File: src/common/nvm_ready_regs.vh
// register offsets, field positions and reset values of the nvm register block
`ifndef NVM_READY_REGS_VH
`define NVM_READY_REGS_VH

// controller register offsets, used as the bus word index
`define IDX_INT_ENABLE 4'h3
`define IDX_INT_FLAGS 4'h4
`define IDX_DATA_LOW 4'h6
`define IDX_DATA_HIGH 4'h7
`define IDX_ADDR_LOW 4'h8
`define IDX_ADDR_MID 4'h9
`define IDX_ADDR_EXT 4'ha
// own registers for the block's system interrupt and status
`define IDX_BUSY_STATUS 4'hb
`define IDX_EVT_STATUS 4'hc
`define IDX_EVT_MASK 4'hd
// field positions
`define BIT_EEPROM_READY 0
`define BIT_IN_PROGRESS 0
`define EVT_READY_RISE 0
`define EVT_READ_DONE 1
`define EVT_ACCESS 2
`define EVT_WIDTH 3
// reset values
`define RST_BYTE 8'h00
`define RST_DATA 16'h0000
`define RST_ADDR 24'h000000
`define RST_EVT 3'h0
// eeprom uses only the low eight data bits
`define EEPROM_DATA_BITS 8

`endif

File: src/nvm_wb_slave.v
// classic wishbone slave front end: decodes word index, one-cycle ack
`timescale 1ns/10ps
`default_nettype none
module nvm_wb_slave #(
   parameter IDX_W = 4
) (
   input wire core_clk,
   input wire srst,
   input wire wb_cyc_i,
   input wire wb_stb_i,
   input wire wb_we_i,
   input wire [31:0] wb_adr_i,
   input wire [3:0] wb_sel_i,
   output wire wb_ack_o,
   output wire wrStrobe,
   output wire rdStrobe,
   output wire [IDX_W-1:0] regIndex,
   output wire lowLaneSel
);
   reg ackFf;
   wire request;

   assign request = wb_cyc_i & wb_stb_i & ~ackFf;
   // access takes effect in the cycle ack is raised, once per request
   assign wrStrobe = request & wb_we_i;
   assign rdStrobe = request & ~wb_we_i;
   assign regIndex = wb_adr_i[IDX_W+1:2];
   assign lowLaneSel = wb_sel_i[0];
   assign wb_ack_o = ackFf;

   always @(posedge core_clk) begin
      if (srst) begin
         ackFf <= 1'b0;
      end else begin
         ackFf <= request;
      end
   end
endmodule
`default_nettype wire

File: src/nvm_event_irq.v
// sticky event status with mask, read-to-clear, one level interrupt
`timescale 1ns/10ps
`default_nettype none
`include "nvm_ready_regs.vh"
module nvm_event_irq #(
   parameter N = `EVT_WIDTH
) (
   input wire core_clk,
   input wire srst,
   input wire [N-1:0] events,
   input wire statusRead,
   input wire maskWrite,
   input wire [N-1:0] maskData,
   output wire [N-1:0] status,
   output wire [N-1:0] mask,
   output wire irq
);
   reg [N-1:0] status_ff;
   reg [N-1:0] mask_ff;
   wire [N-1:0] nxt_status;

   // an event in the clearing cycle survives the read
   assign nxt_status = (statusRead ? {N{1'b0}} : status_ff) | events;
   assign status = status_ff;
   assign mask = mask_ff;
   assign irq = |(status_ff & mask_ff);

   always @(posedge core_clk) begin
      if (srst) begin
         status_ff <= {N{1'b0}};
         mask_ff <= {N{1'b0}};
      end else begin
         status_ff <= nxt_status;
         if (maskWrite) begin
            mask_ff <= maskData;
         end
      end
   end
endmodule
`default_nettype wire

File: src/nvm_ready_irq_data_addr_regs.v
// nvm controller register slice: eeprom-ready interrupt, data and address
//
// Behaviour
// [RQ1] bit 0 of interrupt enable register enables the eeprom-ready interrupt
// [RQ2] eeprom-ready request is a level: flag and enable both set
// [RQ3] software enables the interrupt only after starting a write or erase
// [RQ4] the handler must clear the enable bit
// [RQ5] ready flag held set while no eeprom programming is in progress
// [RQ6] writing one clears the ready flag, writing zero leaves it
// [RQ7] 16-bit data register holds the last value read, resets to zero
// [RQ8] eeprom accesses use only the low data byte
// [RQ9] data low byte at base, high byte at base plus one
// [RQ10] 24-bit address in three read/write bytes, resets to zero
// [RQ11] address register tracks the last accessed memory location
// [RQ12] only low address bits the memory needs are decoded
// [RQ13] busy indication is one while eeprom programming runs
// [RQ14] programming starts on a store after a write or erase command
// [RQ15] request is flag AND enable, falls the cycle after either clears
//
// Design decision made here: the Wishbone interface to the registers.
`timescale 1ns/10ps
`default_nettype none
`include "nvm_ready_regs.vh"
module nvm_ready_irq_data_addr_regs #(
   parameter EEPROM_ADDR_BITS = 8,
   parameter FLASH_ADDR_BITS = 15
) (
   input wire core_clk,
   input wire srst,
   input wire wb_cyc_i,
   input wire wb_stb_i,
   input wire wb_we_i,
   input wire [31:0] wb_adr_i,
   input wire [3:0] wb_sel_i,
   input wire [31:0] wb_dat_i,
   output reg [31:0] wb_dat_o,
   output wire wb_ack_o,
   input wire eepromInProgress,
   input wire memReadValid,
   input wire [15:0] memReadData,
   input wire memReadIsEeprom,
   input wire memAccessValid,
   input wire [23:0] memAccessAddr,
   input wire memAccessIsEeprom,
   input wire storeRequest,
   input wire writeCmdArmed,
   output reg programStart,
   output wire [23:0] memDecodeAddr,
   output wire [7:0] eepromWriteData,
   output wire eepromReadyIrq,
   output wire irq
);
   wire wrStrobe;
   wire rdStrobe;
   wire [3:0] regIndex;
   wire lowLaneSel;
   wire byteWrite;
   wire [7:0] wrByte;
   reg interruptEnable_ff;
   reg eepromReady_ff;
   reg nxt_eepromReady;
   reg [15:0] readData_ff;
   reg [23:0] address_ff;
   reg busyPrev_ff;
   wire [`EVT_WIDTH-1:0] events;
   wire [`EVT_WIDTH-1:0] evtStatus;
   wire [`EVT_WIDTH-1:0] evtMask;

   // keep only the address bits the targeted memory needs, see [RQ12]
   function [23:0] trimAddr;
      input [23:0] a;
      input isEeprom;
      begin
         if (isEeprom) begin
            trimAddr = a & ((24'h000001 << EEPROM_ADDR_BITS) - 24'h000001);
         end else begin
            trimAddr = a & ((24'h000001 << FLASH_ADDR_BITS) - 24'h000001);
         end
      end
   endfunction

   nvm_wb_slave #(
      .IDX_W(4)
   ) busSlave (
      .core_clk(core_clk),
      .srst(srst),
      .wb_cyc_i(wb_cyc_i),
      .wb_stb_i(wb_stb_i),
      .wb_we_i(wb_we_i),
      .wb_adr_i(wb_adr_i),
      .wb_sel_i(wb_sel_i),
      .wb_ack_o(wb_ack_o),
      .wrStrobe(wrStrobe),
      .rdStrobe(rdStrobe),
      .regIndex(regIndex),
      .lowLaneSel(lowLaneSel)
   );

   assign byteWrite = wrStrobe & lowLaneSel;
   assign wrByte = wb_dat_i[7:0];

   // ready flag: set while idle, one-write clears, idle keeps re-setting it
   always @* begin
      nxt_eepromReady = eepromReady_ff;
      if (byteWrite && regIndex == `IDX_INT_FLAGS &&
          wrByte[`BIT_EEPROM_READY]) begin
         nxt_eepromReady = 1'b0; // see [RQ6]
      end
      if (!eepromInProgress) begin
         nxt_eepromReady = 1'b1; // see [RQ5] see [RQ13]
      end
   end

   always @(posedge core_clk) begin
      if (srst) begin
         interruptEnable_ff <= 1'b0;
         eepromReady_ff <= 1'b0;
         readData_ff <= `RST_DATA;
         address_ff <= `RST_ADDR;
         busyPrev_ff <= 1'b0;
         programStart <= 1'b0;
      end else begin
         eepromReady_ff <= nxt_eepromReady;
         busyPrev_ff <= eepromInProgress;
         programStart <= storeRequest & writeCmdArmed; // see [RQ14]
         if (byteWrite && regIndex == `IDX_INT_ENABLE) begin
            interruptEnable_ff <= wrByte[`BIT_EEPROM_READY]; // see [RQ1]
         end
         // memory read path loads data; eeprom fills low byte, zeroes high byte
         if (memReadValid) begin
            if (memReadIsEeprom) begin
               readData_ff <= {8'h00, memReadData[7:0]}; // see [RQ8]
            end else begin
               readData_ff <= memReadData; // see [RQ7]
            end
         end else if (byteWrite && regIndex == `IDX_DATA_LOW) begin
            readData_ff[7:0] <= wrByte; // see [RQ9]
         end else if (byteWrite && regIndex == `IDX_DATA_HIGH) begin
            readData_ff[15:8] <= wrByte; // see [RQ9]
         end
         if (memAccessValid) begin
            address_ff <= memAccessAddr; // see [RQ11]
         end else if (byteWrite && regIndex == `IDX_ADDR_LOW) begin
            address_ff[7:0] <= wrByte; // see [RQ10]
         end else if (byteWrite && regIndex == `IDX_ADDR_MID) begin
            address_ff[15:8] <= wrByte; // see [RQ10]
         end else if (byteWrite && regIndex == `IDX_ADDR_EXT) begin
            address_ff[23:16] <= wrByte; // see [RQ10]
         end
      end
   end

   // see [RQ2] see [RQ15]
   assign eepromReadyIrq = eepromReady_ff & interruptEnable_ff;
   assign memDecodeAddr = trimAddr(address_ff, memAccessIsEeprom);
   assign eepromWriteData = readData_ff[7:0]; // see [RQ8]

   assign events[`EVT_READY_RISE] = busyPrev_ff & ~eepromInProgress;
   assign events[`EVT_READ_DONE] = memReadValid;
   assign events[`EVT_ACCESS] = memAccessValid;

   nvm_event_irq #(
      .N(`EVT_WIDTH)
   ) evtIrq (
      .core_clk(core_clk),
      .srst(srst),
      .events(events),
      .statusRead(rdStrobe && regIndex == `IDX_EVT_STATUS),
      .maskWrite(byteWrite && regIndex == `IDX_EVT_MASK),
      .maskData(wrByte[`EVT_WIDTH-1:0]),
      .status(evtStatus),
      .mask(evtMask),
      .irq(irq)
   );

   // read data registered with ack; unmapped indexes read zero
   always @(posedge core_clk) begin
      if (srst) begin
         wb_dat_o <= 32'h00000000;
      end else if (rdStrobe) begin
         case (regIndex)
            `IDX_INT_ENABLE: wb_dat_o <= {31'h0, interruptEnable_ff};
            `IDX_INT_FLAGS: wb_dat_o <= {31'h0, eepromReady_ff};
            `IDX_DATA_LOW: wb_dat_o <= {24'h0, readData_ff[7:0]};
            `IDX_DATA_HIGH: wb_dat_o <= {24'h0, readData_ff[15:8]};
            `IDX_ADDR_LOW: wb_dat_o <= {24'h0, address_ff[7:0]};
            `IDX_ADDR_MID: wb_dat_o <= {24'h0, address_ff[15:8]};
            `IDX_ADDR_EXT: wb_dat_o <= {24'h0, address_ff[23:16]};
            `IDX_BUSY_STATUS: wb_dat_o <= {31'h0, eepromInProgress};
            `IDX_EVT_STATUS: wb_dat_o <= {29'h0, evtStatus};
            `IDX_EVT_MASK: wb_dat_o <= {29'h0, evtMask};
            default: wb_dat_o <= 32'h00000000;
         endcase
      end
   end
endmodule
`default_nettype wire

File: config.mk
export PLATFORM = sky130hd
export DESIGN_NAME = nvm_ready_irq_data_addr_regs
export DESIGN_NICKNAME = d
export VERILOG_FILES = /design/src/nvm_wb_slave.v /design/src/nvm_event_irq.v /design/src/nvm_ready_irq_data_addr_regs.v
export VERILOG_INCLUDE_DIRS = /design/src /design/src/common
export SDC_FILE = /design/constraint.sdc
export NUM_CORES = 1
export LEC_CHECK = 0
export BUFFER_PORTS_ARGS = -buffer_cell sky130_fd_sc_hd__buf_2
export CORE_ASPECT_RATIO = 0.6
export CORE_MARGIN = 5
export CORE_UTILIZATION = 31
export CTS_CLUSTER_SIZE = 40
export DETAILED_ROUTE_END_ITERATION = 8
export GPL_ROUTABILITY_DRIVEN = 0
export PLACE_DENSITY = 0.67
export SKIP_CTS_REPAIR_TIMING = 1
export SYNTH_ARGS = -nofsm -noshare
export SYNTH_HDL_FRONTEND = slang
export SYNTH_SLANG_ARGS = --single-unit
File: constraint.sdc
create_clock -name core_clk -period 1.69 [get_ports core_clk]
set_input_delay 0.338 -clock core_clk [delete_from_list [all_inputs] [get_ports core_clk]]
set_output_delay 0.338 -clock core_clk [all_outputs]
set_load 0.01 [all_outputs]
# Word level (Yosys, flattened, before mapping)
# Index checks and enable logic that the tools add are counted.
[word_totals] register_bits=83 in_bits=120 output_inout_bits=68
[classes] n_eq_ne=14 mux=16 bitwise=13 n_reduce_logical=19
[ops] operator="case mux 8 bit (10 select lines)" count=1
[ops] operator="2-to-1 mux 8 bit" count=7
[ops] operator="2-to-1 mux 16 bit" count=3
[ops] operator="== test 4 bit, second input constant" count=6
[ops] operator="2-to-1 mux 24 bit" count=1
[ops] operator="2-to-1 mux 15 bit" count=1
[ops] operator="== test 4 x 3 -> 1 bit, second input constant" count=3
[ops] operator="logical AND 1 bit" count=10
[ops] operator="nonzero test 2 bit" count=5
[ops] operator="bitwise AND 1 bit" count=8
[ops] operator="inequality test 2 bit, second input constant" count=3
[ops] operator="== test 4 x 2 -> 1 bit, second input constant" count=1
[ops] operator="AND reduction 2 bit" count=2
[ops] operator="bitwise AND 3 bit" count=1
[ops] operator="2-to-1 mux 3 bit" count=1
[ops] operator="NOT 1 bit" count=3
[ops] operator="OR 3 bit" count=1
[ops] operator="AND reduction 3 bit" count=1
[ops] operator="OR reduction 3 bit" count=1
[ops] operator="2-to-1 mux 1 bit" count=2
[ops] operator="inequality test 2 x 1 -> 1 bit, second input constant" count=1

# Depth between registers and ports, before layout
[logic_depth] ltp_word=9 mapped_depth=8 ltp_nobuf=4

# Modules after synthesis
# A second synthesis with hierarchy kept.
[unflattened] hier_cells=404 area_unflattened_um2=3460.8
[modules_own_cells] module="nvm_ready_irq_data_addr_regs" n_inst=1 cells_each=372 area_per_inst_um2=3146.8 seq_area_each_um2=1041.0
[modules_own_cells] module="nvm_event_irq" n_inst=1 cells_each=23 area_per_inst_um2=220.2 seq_area_each_um2=120.1
[modules_own_cells] module="nvm_wb_slave" n_inst=1 cells_each=9 area_per_inst_um2=93.8 seq_area_each_um2=20.0

# Worst setup path before layout
# No wires, ideal clock.
[synth_timing] path_type="register to register" from="reg busSlave.ackFf, in the netlist busSlave.wb_ack_o" to="reg address_ff[22]" setup_time_ns=0.092 arrival_time_ns=1.723 slack_ns=-0.125 path_stages_with_launch=7 period_less_slack_ns=1.815 cell_sequence="dfxtp_1 > nand3b_4 > or4_1 > buf_2 > buf_6 > nor3b_1 > nor4_1"
[synth_between] elab_chain_len=7
[synth_rtl] item="start, declared" line="nvm_wb_slave.v:20" text="reg ackFf;"
[synth_rtl] item="start signal, assigned" line="nvm_wb_slave.v:35" text="ackFf <= request;"
[synth_rtl] item="NOT 1 bit (*)" line="nvm_wb_slave.v:23" text="assign request = wb_cyc_i & wb_stb_i & ~ackFf;"
[synth_rtl] item="bitwise AND 1 bit (*)" line="nvm_wb_slave.v:23"
[synth_rtl] item="bitwise AND 1 bit (*)" line="nvm_wb_slave.v:25" text="assign wrStrobe = request & wb_we_i;"
[synth_rtl] item="bitwise AND 1 bit (*)" line="nvm_ready_irq_data_addr_regs.v:99" text="assign byteWrite = wrStrobe & lowLaneSel;"
[synth_rtl] item="logical AND 1 bit (no line)"
[synth_rtl] item="inequality test 2 bit (no line) / nonzero test 2 bit (equally long branches)"
[synth_rtl] item="AND reduction 3 bit (no line) (*)"
[synth_rtl] item="end signal, assigned" line="nvm_ready_irq_data_addr_regs.v:119" text="address_ff <= `RST_ADDR;"
[synth_rtl] item="end signal, assigned" line="nvm_ready_irq_data_addr_regs.v:142" text="address_ff <= memAccessAddr;"
[synth_rtl] item="end signal, assigned" line="nvm_ready_irq_data_addr_regs.v:148" text="address_ff[23:16] <= wrByte;"
[synth_rtl] item="end, declared" line="nvm_ready_irq_data_addr_regs.v:63" text="reg [23:0] address_ff;"
# Every way passes the cells marked *; elsewhere a longest branch is shown, timed or not.
# A chain may end at the register's enable or synchronous reset.

# Final worst setup path
[layout_timing] from="reg busSlave.ackFf, in the netlist busSlave.wb_ack_o" to="reg address_ff[3]"
[layout_between] elab_chain_len=6
[layout_rtl] item="NOT 1 bit" line="nvm_wb_slave.v:23"
[layout_rtl] item="bitwise AND 1 bit" line="nvm_wb_slave.v:23"
[layout_rtl] item="bitwise AND 1 bit" line="nvm_wb_slave.v:25"
[layout_rtl] item="bitwise AND 1 bit" line="nvm_ready_irq_data_addr_regs.v:99"
[layout_rtl] item="logical AND 1 bit (no line)"
[layout_rtl] item="nonzero test 2 bit (no line)"
[layout_rtl] item="end signal, assigned" line="nvm_ready_irq_data_addr_regs.v:119"
[layout_rtl] item="end signal, assigned" line="nvm_ready_irq_data_addr_regs.v:142"
[layout_rtl] item="end signal, assigned" line="nvm_ready_irq_data_addr_regs.v:144" text="address_ff[7:0] <= wrByte;"
# Every way passes these cells.

==> key figures <==
Run status
  – Status: finished, violations left
  – Violated checks: setup timing

GRT
  – First-pass GRT wire length: 18200 um
  – Largest net degree at the start of global routing: 41
  – Vias in the first global route: 3222
  – Antenna violations before repair: 0
  – GRT Total Usage: 17.3%
  – Grt ovf: 0

Clock tree
  – Root Buffer: clkbuf_16
  – H-tree depth: 3
  – Clock Latency Late Sink: 0.34 ns
  – Clock Tree Buf Depth: 2
  – TritonCTS clock tree: built
  – # clock sinks: 59
  – Worst-path clk slew: 0.05 ns
  – CTS Buf Count: 9

Route
  – WL per Instance: 18.0 um
  – Routed WL: 12200 um
  – Via count: 3443
  – Routed Antenna Nets: 0
  – WL met1: 6070 um
  – Drt pass-1 iters: 4
  – Metal3 WL: 1390 um
  – Met2 wire len: 4610 um
  – # DRC: 0
  – Vias per cell: 5.09
  – Initial DRC Count: 350
  – Max layer used: met4

Power and ir drop
  – PD cells: 859 nW/um2
  – Peak supply drop: 540 uV
  – LEAKAGE: 1.97 nW

Floorplan
  – Core area: 11200 um2
  – Die area: 13700 um2
  – Die width: 148 um
  – Rows: 30
  – Die height: 92.7 um
  – Io pins: 188
  – Initial core utilization: 31.4%

Setup path
  – WS Path Type: flip-flop to flip-flop
  – Startpoint Class: flip-flop
  – Crit path largest cell delay: 0.38 ns
  – CP cell instances: nand3b_4, buf_12, nor4_4, buf_12, nor3_1, a2111oi_0
  – Crit path capture type: flip-flop
  – Critical path peak fanout: 8
  – Worst EP arrival: 1.94 ns
  – Required time worst endpoint: 1.90 ns
  – CP max stage cell: nor4_4
  – CP dominant cell by count: buf_12

STA
  – Final setup viols: 3
  – Hold Fails Final Rpt: 0
  – Worst clock skew: 0.00489 ns
  – Slew Limit Fails: 0
  – Setup ws final: -0.0475 ns
  – Min Tclk post-route: 1.74 ns
  – Fin crit share: 103%
  – FMAX: 576 MHz
  – RSZ-0062 raised after global routing: true

Flow run
  – Total of max-cap violations: 0

Logic synthesis
  – Post-synth EDFFs: 0
  – Synthesized flop and latch total: 59
  – Top cells by area, synth: dfxtp_1 33%, buf_4 11%, nor2b_1 6.4%
  – Top FF cell, synth: dfxtp_1
  – Count of cell types in the netlist: 56
  – Yosys warnings: 0
  – Share of the synthesized area in the top cell type: 33.5%
  – Sequential share of the synthesized area: 33.5%
  – Cell Area, Synth: 3530 um2
  – Syn avg cell area: 8.55 um2
  – Mapped Cells: 413
  – Post-synth top area cell: dfxtp_1
  – Ys async rst share: 0%

Placed design
  – DP Worst Slack: -0.253 ns
  – Placed cells: 649
  – Dpl hpwl: 9410 um
  – Port buffer count: 99

Cells and area
  – Fillers: 1132
  – Commonest cells after routing, fill and taps aside: 100 x buf_2, 58 x dfxtp_1, 42 x nor2_1
  – Post-route insts no fill: 677
  – Layout area overhead: 32.5%
  – Most common cell after layout, fill and taps aside: buf_2
  – Final nets: 647
  – Share of layout cells above drive strength 1: 35.5%

Worst hold path
  – Hold crit path type: primary input to flip-flop
[worst max-delay path, delay by kind of cell (launching register included)]
kind	cells	cell delay, ns
DFF	1	0.32
buffers and inverters	2	0.33
and+or+nand+nor	3	0.60
AOI/OAI and AO/OA	1	0.35
[through the flow]
stage	power, W	util (%)	hold slack, ns	setup TNS [ns]	instance area, um2
global placement	0.00217	37.5	0.440	-2.63	4210
floorplan	0.00198	-	0.430	0	3700
CTS	0.00400	40.1	0.224	-0.411	4500
global route	0.00418	41.7	0.234	-1.01	4680
finish	0.00402	41.7	0.226	-0.0617	4680
detailed placement	0.00218	37.5	0.444	-3.73	4210
[area by class of cell]
class                   instances  area [um2]  area share [%]
diodes                          1        2.50          0.0535
clock buffers                  14         254            5.43
clock inverters                 2        35.0           0.749
inverters                       4        15.0           0.321
multi-input cells             302        2030            43.4
flip-flops and latches         59        1180            25.3
well taps                     144         180            3.85
repair buffers                151         978            20.9
[sequential cells by signal, indices dropped and copies added, names as in the netlist]
signal              cells
busSlave.wb_ack_o       1
address_ff             24
wb_dat_o                8
evtIrq.mask             3
readData_ff            16
programStart            1
evtIrq.status           3
eepromReady_ff          1
busyPrev_ff             1
interruptEnable_ff      1
[layer usage]
metal	vias to the layer above	GRT usage [%]
li1	1645	-
met1	1611	27.1
met2	178	21.5
met3	9	6.26
met4	0	4.26
met5	-	0
[Yosys cell counts (all sizes together) (2+ instances only)]
cell     instances
nor3            29
mux2i           19
nor4            10
clkbuf          20
mux2             3
nand4b           3
nand2           14
nor2            42
a32o             2
o22ai            2
inv              3
nor3b            9
nand2b           4
a2bb2oi          2
a22oi            9
a21oi            9
or2              2
o21ai            7
a2111oi         16
dfxtp           59
nor2b           36
buf             60
o41ai            2
a211oi          21
nand3            3
nand3b           8
[logic make-up after synthesis]
logic type	synth area share, %
buffers and inverters	14.8
muxes	6.98
and+or+nand+nor	27.9
other	0.106
AOI/OAI and AO/OA	16.8
DFF	33.5
[power by group]
group | internal, W | switching, W | total, W
Sequential | 0.00147 | 0.0000689 | 0.00154
Clock | 0.00118 | 0.000639 | 0.00182
Combinational | 0.000290 | 0.000368 | 0.000657
Total | 0.00294 | 0.00108 | 0.00402
[worst paths after layout]
check,cells after the start,from,end,slack (ns)
worst max-delay path,6,busSlave.wb_ack_o,address_ff[3],-0.05
worst max register to register,6,busSlave.wb_ack_o,address_ff[3],-0.05
worst min register to register,2,wb_dat_o[7],wb_dat_o[7],0.46
worst min-delay path,3,writeCmdArmed,programStart,0.23
(Power assumes the default switching activity.)
